**src/lane_frame_consts.svh**
```systemverilog
// Named constants for the mode 0 lane frame mapper.
// Assumes it is included by its bare name from the package and the design file.
`ifndef LANE_FRAME_CONSTS_SVH
`define LANE_FRAME_CONSTS_SVH

`define MODE_ZERO 4'h0
`define LANE_COUNT 8
`define SAMPLE_BITS 9
`define SAMPLES_PER_FRAME 10
`define SAMPLES_PER_LANE 5
`define SLOT_BITS 12
`define PAD_ZERO 3'h0
`define TAIL_ZERO 4'h0
`define LANE_FRAME_BITS 64
`define FIFO_DEPTH 4
`define MAX_CHANNELS 4

`endif

```
**src/lane_frame_pkg.sv**
```systemverilog
// Types shared by the mode 0 lane frame mapper.
// Assumes lane_frame_consts.svh sits in the same folder.
`include "lane_frame_consts.svh"

package lane_frame_pkg;

	typedef logic [`SAMPLE_BITS-1:0] sample_t;

	// One frame of converter output: ten samples for each of up to four channels.
	typedef struct packed {
		sample_t [`MAX_CHANNELS-1:0][`SAMPLES_PER_FRAME-1:0] chan;
	} frame_t;

	typedef logic [`LANE_FRAME_BITS-1:0] lane_word_t;

	typedef struct packed {
		lane_word_t [`LANE_COUNT-1:0] lane;
	} lanes_t;

endpackage

```
**src/lane_frame_mapper_mode0.sv**
```systemverilog
// Mode 0 transport-layer formatter and its input FIFO.
// Assumes converter frames arrive on clk_sys and the link layer takes lane frames on clk_sys.
//
// What this block does
// - Mode 0: 9-bit samples on 8/4/2 lanes.
// - Lane 2 carries channel B even samples.
// - Lane 3 carries channel B odd samples, tail.
// - Lane 7 carries channel D odd samples.
// - Every tail bit is driven zero.
// - Sample MSB first, zero padding low.
// - Lowest lanes used, the rest powered down.
`timescale 1ns/1ps
`include "lane_frame_consts.svh"

module frame_fifo #(
	parameter int WIDTH = 8,
	parameter int DEPTH = 4
) (
	// Clock and reset
	input wire logic clk_sys,
	input wire logic rst,
	// Fill side
	input wire logic [WIDTH-1:0] in_data,
	input wire logic in_valid,
	output logic in_ready,
	// Drain side
	output logic [WIDTH-1:0] out_data,
	output logic out_valid,
	input wire logic out_ready
);
	localparam int AW = (DEPTH > 1) ? $clog2(DEPTH) : 1;
	localparam int CW = $clog2(DEPTH + 1);

	logic [WIDTH-1:0] mem [DEPTH];
	logic [AW-1:0] wr_ptr;
	logic [AW-1:0] rd_ptr;
	logic [CW-1:0] count;

	wire push = in_valid && in_ready;
	wire pop = out_valid && out_ready;
	wire [CW-1:0] next_count = count + CW'(push) - CW'(pop);
	wire [AW-1:0] next_wr = (wr_ptr == AW'(DEPTH - 1)) ? '0 : wr_ptr + AW'(1);
	wire [AW-1:0] next_rd = (rd_ptr == AW'(DEPTH - 1)) ? '0 : rd_ptr + AW'(1);

	assign out_data = mem[rd_ptr];

	always_ff @(posedge clk_sys) begin
		if (push) begin
			mem[wr_ptr] <= in_data;
		end
	end

	always_ff @(posedge clk_sys or posedge rst) begin
		if (rst) begin
			wr_ptr <= '0;
			rd_ptr <= '0;
			count <= '0;
			in_ready <= 1'b0;
			out_valid <= 1'b0;
		end else begin
			wr_ptr <= push ? next_wr : wr_ptr;
			rd_ptr <= pop ? next_rd : rd_ptr;
			count <= next_count;
			in_ready <= next_count != CW'(DEPTH);
			out_valid <= next_count != '0;
		end
	end
endmodule

module lane_frame_mapper_mode0
	import lane_frame_pkg::*;
#(
	parameter int CHANNELS = 4
) (
	// Clock and reset
	input wire logic clk_sys,
	input wire logic rst,
	// Link mode selector pins
	input wire logic [3:0] link_mode_select,
	// Converter frames
	input frame_t sample_frame,
	input wire logic sample_valid,
	output logic sample_ready,
	// Lane frames toward the link layer
	output lanes_t lane_data,
	output logic lane_valid,
	input wire logic lane_ready,
	output logic [`LANE_COUNT-1:0] lane_power
);
	// ----------------------------------------------------------------
	// Helpers
	// ----------------------------------------------------------------

	// Five samples of one parity, each as nine bits then three zeros, then the tail.
	function automatic lane_word_t pack_lane(input frame_t f, input int ch, input int odd);
		lane_word_t w;
		w = '0;
		for (int s = 0; s < `SAMPLES_PER_LANE; s++) begin
			w[`LANE_FRAME_BITS-1-s*`SLOT_BITS -: `SLOT_BITS] =
				{f.chan[ch][2*s+odd], `PAD_ZERO};
		end
		w[3:0] = `TAIL_ZERO;
		return w;
	endfunction

	function automatic logic [`LANE_COUNT-1:0] used_lanes(input int nch);
		logic [`LANE_COUNT-1:0] m;
		m = '0;
		for (int i = 0; i < `LANE_COUNT; i++) begin
			m[i] = (i < 2 * nch);
		end
		return m;
	endfunction

	localparam logic [`LANE_COUNT-1:0] USED = used_lanes(CHANNELS);

	// ----------------------------------------------------------------
	// Mode selector synchroniser
	// ----------------------------------------------------------------

	logic [3:0] mode_meta;
	logic [3:0] mode_sync;

	always_ff @(posedge clk_sys or posedge rst) begin
		if (rst) begin
			mode_meta <= '0;
			mode_sync <= '0;
		end else begin
			mode_meta <= link_mode_select;
			mode_sync <= mode_meta;
		end
	end

	wire mode0 = (mode_sync == `MODE_ZERO);

	// ----------------------------------------------------------------
	// Input FIFO
	// ----------------------------------------------------------------

	frame_t fifo_data;
	logic fifo_valid;
	wire fifo_ready = mode0 && (!lane_valid || lane_ready);
	wire take = fifo_valid && fifo_ready;

	frame_fifo #(.WIDTH($bits(frame_t)), .DEPTH(`FIFO_DEPTH)) u_fifo (
		.clk_sys(clk_sys),
		.rst(rst),
		.in_data(sample_frame),
		.in_valid(sample_valid),
		.in_ready(sample_ready),
		.out_data(fifo_data),
		.out_valid(fifo_valid),
		.out_ready(fifo_ready)
	);

	// ----------------------------------------------------------------
	// Lane mapping
	// ----------------------------------------------------------------

	lanes_t next_lanes;

	always_comb begin
		next_lanes = '0;
		for (int i = 0; i < `LANE_COUNT; i++) begin
			if (USED[i]) begin
				next_lanes.lane[i] = pack_lane(fifo_data, i / 2, i % 2);
			end
		end
	end

	always_ff @(posedge clk_sys or posedge rst) begin
		if (rst) begin
			lane_data <= '0;
			lane_valid <= 1'b0;
			lane_power <= '0;
		end else begin
			lane_power <= mode0 ? USED : '0;
			if (!mode0) begin
				lane_valid <= 1'b0;
				lane_data <= '0;
			end else if (take) begin
				lane_valid <= 1'b1;
				lane_data <= next_lanes;
			end else if (lane_ready) begin
				lane_valid <= 1'b0;
			end
		end
	end

	// ----------------------------------------------------------------
	// Checks
	// ----------------------------------------------------------------

	mode_gates_lanes_a: assert property (@(posedge clk_sys) disable iff (rst)
		!mode0 |=> !lane_valid && lane_power == '0 && lane_data == '0)
		else $error("lanes active outside mode 0");

	lane_two_map_a: assert property (@(posedge clk_sys) disable iff (rst)
		take && CHANNELS >= 2 |=> lane_data.lane[2][63:55] == $past(fifo_data.chan[1][0])
			&& lane_data.lane[2][15:7] == $past(fifo_data.chan[1][8]))
		else $error("lane 2 does not hold channel B even samples");

	lane_three_map_a: assert property (@(posedge clk_sys) disable iff (rst)
		take && CHANNELS >= 2 |=> lane_data.lane[3][51:43] == $past(fifo_data.chan[1][3])
			&& lane_data.lane[3][15:7] == $past(fifo_data.chan[1][9]))
		else $error("lane 3 does not hold channel B odd samples");

	lane_seven_map_a: assert property (@(posedge clk_sys) disable iff (rst)
		take && CHANNELS == 4 |=> lane_data.lane[7][63:55] == $past(fifo_data.chan[3][1])
			&& lane_data.lane[7][39:31] == $past(fifo_data.chan[3][5]))
		else $error("lane 7 does not hold channel D odd samples");

	lane_zero_one_a: assert property (@(posedge clk_sys) disable iff (rst)
		take |=> lane_data.lane[0][27:19] == $past(fifo_data.chan[0][6])
			&& lane_data.lane[1][27:19] == $past(fifo_data.chan[0][7]))
		else $error("channel A misplaced on lanes 0 and 1");

	tail_zero_a: assert property (@(posedge clk_sys) disable iff (rst)
		lane_valid |-> lane_data.lane[0][3:0] == 4'h0 && lane_data.lane[1][3:0] == 4'h0
			&& lane_data.lane[`LANE_COUNT-1][3:0] == 4'h0)
		else $error("tail nibble not zero");

	pad_zero_a: assert property (@(posedge clk_sys) disable iff (rst)
		lane_valid |-> lane_data.lane[0][54:52] == 3'h0 && lane_data.lane[1][6:4] == 3'h0)
		else $error("pad bits not zero");

	unused_lanes_off_a: assert property (@(posedge clk_sys) disable iff (rst)
		take |=> lane_power == USED && (CHANNELS == 4 || lane_data.lane[`LANE_COUNT-1] == '0)
			&& (CHANNELS > 1 || lane_data.lane[2] == '0))
		else $error("unused lanes not powered down");

	lane_hold_a: assert property (@(posedge clk_sys) disable iff (rst)
		lane_valid && !lane_ready && mode0 |=> lane_valid && $stable(lane_data))
		else $error("lane frame dropped under back-pressure");
endmodule

```
**config.mk**
```make
export PLATFORM = sky130hd
export DESIGN_NAME = lane_frame_mapper_mode0
export DESIGN_NICKNAME = d
export VERILOG_FILES = /design/src/lane_frame_pkg.sv /design/src/lane_frame_mapper_mode0.sv
export VERILOG_INCLUDE_DIRS = /design/src
export SDC_FILE = /design/constraint.sdc
export NUM_CORES = 2
export LEC_CHECK = 0
export ABC_AREA = 1
export ABC_CLOCK_PERIOD_IN_PS = 19400
export BUFFER_PORTS_ARGS = -buffer_cell sky130_fd_sc_hd__buf_2
export CORE_MARGIN = 2
export CORE_UTILIZATION = 40
export CTS_CLUSTER_DIAMETER = 30
export DETAILED_ROUTE_END_ITERATION = 8
export GPL_TIMING_DRIVEN = 0
export PLACE_DENSITY_LB_ADDON = 0.15
export SLEW_MARGIN = 10
export SYNTH_ARGS = -nofsm -noshare
export SYNTH_HDL_FRONTEND = slang
export SYNTH_SLANG_ARGS = --single-unit
```
**constraint.sdc**
```tcl
create_clock -name clk_sys -period 19.4 [get_ports clk_sys]
set_clock_uncertainty 0.05 [all_clocks]
set_input_delay 0.97 -clock clk_sys [delete_from_list [all_inputs] [get_ports clk_sys]]
set_output_delay 0.97 -clock clk_sys [all_outputs]
set_load 0.005 [all_outputs]
```
==> metrics.yaml <==
outcome:
  status: "finished, final reports clean"
cts:
  cts_tree: "yes"
  clock_tree.root_cell: "clkbuf_16"
  clockBufferDepth: 4
  clock_sink_count: 1819
  htree_levels: 5
  clock_latency_ns: 0.95
  cts.repair.resized: 0
  clkTransAtPathRegs_ns: 0.04
  cts_made_buffers: 428
sta:
  grt_setup_unrepaired: "false"
  slew_violations: 0
  tightest_slew_margin_relative_to_the_limit: 0.4486
  finalCritPeriodShare: 0.1593
  max_slew.worst_pin.slew_ns: 0.8252
  sum_neg_setup_slack_ns: 0
  timing_hold_violations_final: 0
  finalSetupViolCount: 0
  final.min_clock_period_ns: 3.090
  maxClockFrequency_ghz: 0.3236
layout:
  core_utilization_of_the_finished_layout: 0.5271
  final-seq-area_mm2: 0.05273
  instances_no_fill: 11750
  nNetsFinal: 9205
  finalInstanceArea_mm2: 0.1000
  share_of_cells_above_drive_strength_1: 0.2043
  multiInputGateArea_mm2: 0.01573
  layout.filler_cells: 16790
  layout-area-overhead-vs-synth_pct: 31.30
placed_design:
  placed_area_mm2: 0.08529
  io_buffers: 737
  gp_congestion: 0.8142
  post-place-cells: 10910
  post-dp-hpwl_um: 154200
logic_synthesis:
  synth_xor_area_frac: 0
  postSynthCellCount: 7434
  synth-seq-area-share: 0.6921
  synthesized_area_per_cell_um2: 10.25
  post_synth_and_or_nand_nor_area_fraction: 0.1970
  synth_seq_cells: 1819
  synth.area.mux_share: 0
  post_synthesis_compound_gate_area_fraction: 0.0001971
  synth_top_family_by_area: "simple AND/OR/NAND/NOR gates"
  adder_cell_area_share_of_the_yosys_netlist: 0.001412
  syn-cell-area_mm2: 0.07618
  yosysWarningCount: 0
  synth_cell_types: 22
setup_path:
  setup.worst_path.end_class: "register"
  endpoint: "u_fifo.out_valid"
  reg2reg_slack_ns: 16.31
  worst_ep_required_time_ns: 20.08
  path_max_fanout: 10
  cp_data_arrival_time_ns: 3.77
  path_class: "reg2reg"
  timing.critical_path.from_type: "register"
  cp_cell_sequence: "nand2_1 -> nand2_4 -> nor2_4 -> buf_6 -> buf_2 -> ha_1 -> inv_1 -> ha_1 -> fa_1 -> nor2_1 -> inv_1 -> nand3b_1 -> nand3_1"
  cell_with_the_largest_stage_delay_on_the_worst_path: "fa_1"
  worstSetupStartpoint: "lane_valid"
  source_of_the_worst_register_to_register_timing_path: "lane_valid"
  r2r.worst_path.cells: 13
  worstReg2RegEnd: "u_fifo.out_valid"
  slowest_delay_ns: 0.42
drt:
  route.vias.total: 54100
  viasPerCell: 4.604
  first_pass_iters: 6
  avgRoutedWirePerCell_um: 19.52
  initialDrtViolationCount: 3600
  route.final.wire_length_um: 229400
  antenna_left: 0
  drcViolationCount: 0
pwr:
  power_mw: 15.60
  vdd_drop_max_uv: 84.46
  p_int_mw: 10.89
  clockPowerShare: 0.461
  seq_power_share: 0.322
  sw_frac_of_total: 0.3018
  share_comb_of_total_power: 0.217
  netSwitchingPower_mw: 4.708
  power_per_cell_area_mw_per_mm2: 155.9
  leakage_nw: 49.13
floorplan:
  ios: 890
  initial_utilization: 0.4014
  die-width_um: 440.4
  fp.dieArea_mm2: 0.1940
  dieHeight_um: 440.4
  placement_rows: 160
  core-area_mm2: 0.1898
grt:
  first_global_vias: 52450
  antenna_found_initial: 126
  groute.usage.overall: 0.2327
  grt_first_pass_wirelength_um: 333800
  grt_start_max_net_pins: 98
  remaining_overflow_grt: 0
job:
  drv.max_cap_violation_count: 0
worst_hold_path:
  hp-class: "in2reg"
final cells by class:
class                   count  area share
flip-flops and latches   1819      0.5271
clock inverters           230     0.02907
repair buffers            814     0.05369
clock buffers             560      0.1169
diodes                     51    0.001276
plain buffers             515     0.02854
multi-input cells        3794      0.1573
well taps                2511     0.03141
inverters                1457     0.05475
placed cells by master, fill, tap and decap left out, types with 10 or more instances in the layout:
cell type and count:
buf_4 170, clkbuf_16 432, inv_1 1453, bufinv_16 63
clkinv_4 10, nand2_1 2534, clkinv_1 36, clkbuf_1 199
dfrtp_1 379, buf_1 17, conb_1 152, buf_2 951
clkbuf_8 40, edfxtp_1 1440, diode_2 51, buf_12 56
clkinvlp_4 33, buf_16 20, clkinv_2 75, nand3_1 1082
worst max-delay path: cells and delay by family, from the launching register on:
| family | cells | cell delay (ns) |
|---|---|---|
| AND/OR/NAND/NOR | 6 | 1.00 |
| buffers and inverters | 4 | 0.67 |
| flip-flops | 1 | 0.39 |
| adder cells (fa/ha/maj) | 3 | 0.78 |
through the flow:
step / worst slack (ns) / hold slack (ns)
final: 16.31 / 0.1284
after global routing: 16.11 / 0.06368
after CTS: 16.23 / 0.04461
after detailed placement: 15.51 / 0.2847
after global placement: -12.86 / 0.2854
after floorplan: 2.283 / 0.2812
synth_stat cells (all sizes together):
master / number / area, µm²
a21oi: 1 / 5.000
buf: 403 / 2434
clkbuf: 112 / 420.4
conb: 1 / 3.750
dfrtp: 379 / 9484
edfxtp: 1440 / 43240
fa: 1 / 20.02
ha: 7 / 87.58
inv: 1457 / 5469
nand2: 2536 / 9529
nand3: 1082 / 5415
nand3b: 1 / 7.510
nand4: 1 / 6.260
nor2: 11 / 48.80
o21ai: 2 / 10.01
layer usage:
metal / GRT usage / vias to the layer above / share of wire
li1: - / 26090 / -
met1: 0.2882 / 25730 / 0.41
met2: 0.3870 / 1723 / 0.49
met3: 0.04562 / 522 / 0.057
met4: 0.1193 / 38 / 0.046
met5: 0 / - / 0.00096
worst min-delay path by stage:
stage	start	endpoint	slack, ns	cells after the start
4_1_cts	link_mode_select[2]	mode_meta[2]	0.04	1
3_5_place_dp	mode_meta[0]	mode_sync[0]	0.28	0
3_3_place_gp	mode_meta[1]	mode_sync[1]	0.29	0
6_report	link_mode_select[3]	mode_meta[3]	0.13	1
5_1_grt	link_mode_select[2]	mode_meta[2]	0.06	1
2_1_floorplan	mode_meta[0]	mode_sync[0]	0.28	0
flip-flops by register name (all words and copies together) (netlist names):
name,cells
u_fifo.mem,1440
lane_data,360
mode_meta,4
mode_sync,4
u_fifo.count,3
u_fifo.rd_ptr,2
u_fifo.wr_ptr,2
lane_power,1
lane_valid,1
u_fifo.in_ready,1
u_fifo.out_valid,1
power groups by stage:
stage	combinational, mW	sequential (mW)	clock, mW
global route	3.79	5.06	7.50
detailed placement	3.44	5.08	0
CTS	3.46	5.02	7.28
floorplan	1.99	5.44	0
global placement	3.21	5.83	0
finish	3.39	5.02	7.19
kinds of logic after synthesis:
family | count (synthesis)
compound gates | 3
fa+ha+maj | 8
buf+inv | 1972
flops | 1819
other cells | 1
simple gates | 3631
timing repair:
item,CTS,global route
setup endpoints to repair,0,0
buffers inserted,0,0
hold buffers,1,0
hold endpoints to repair,58,0
(Power assumes the default switching activity.)
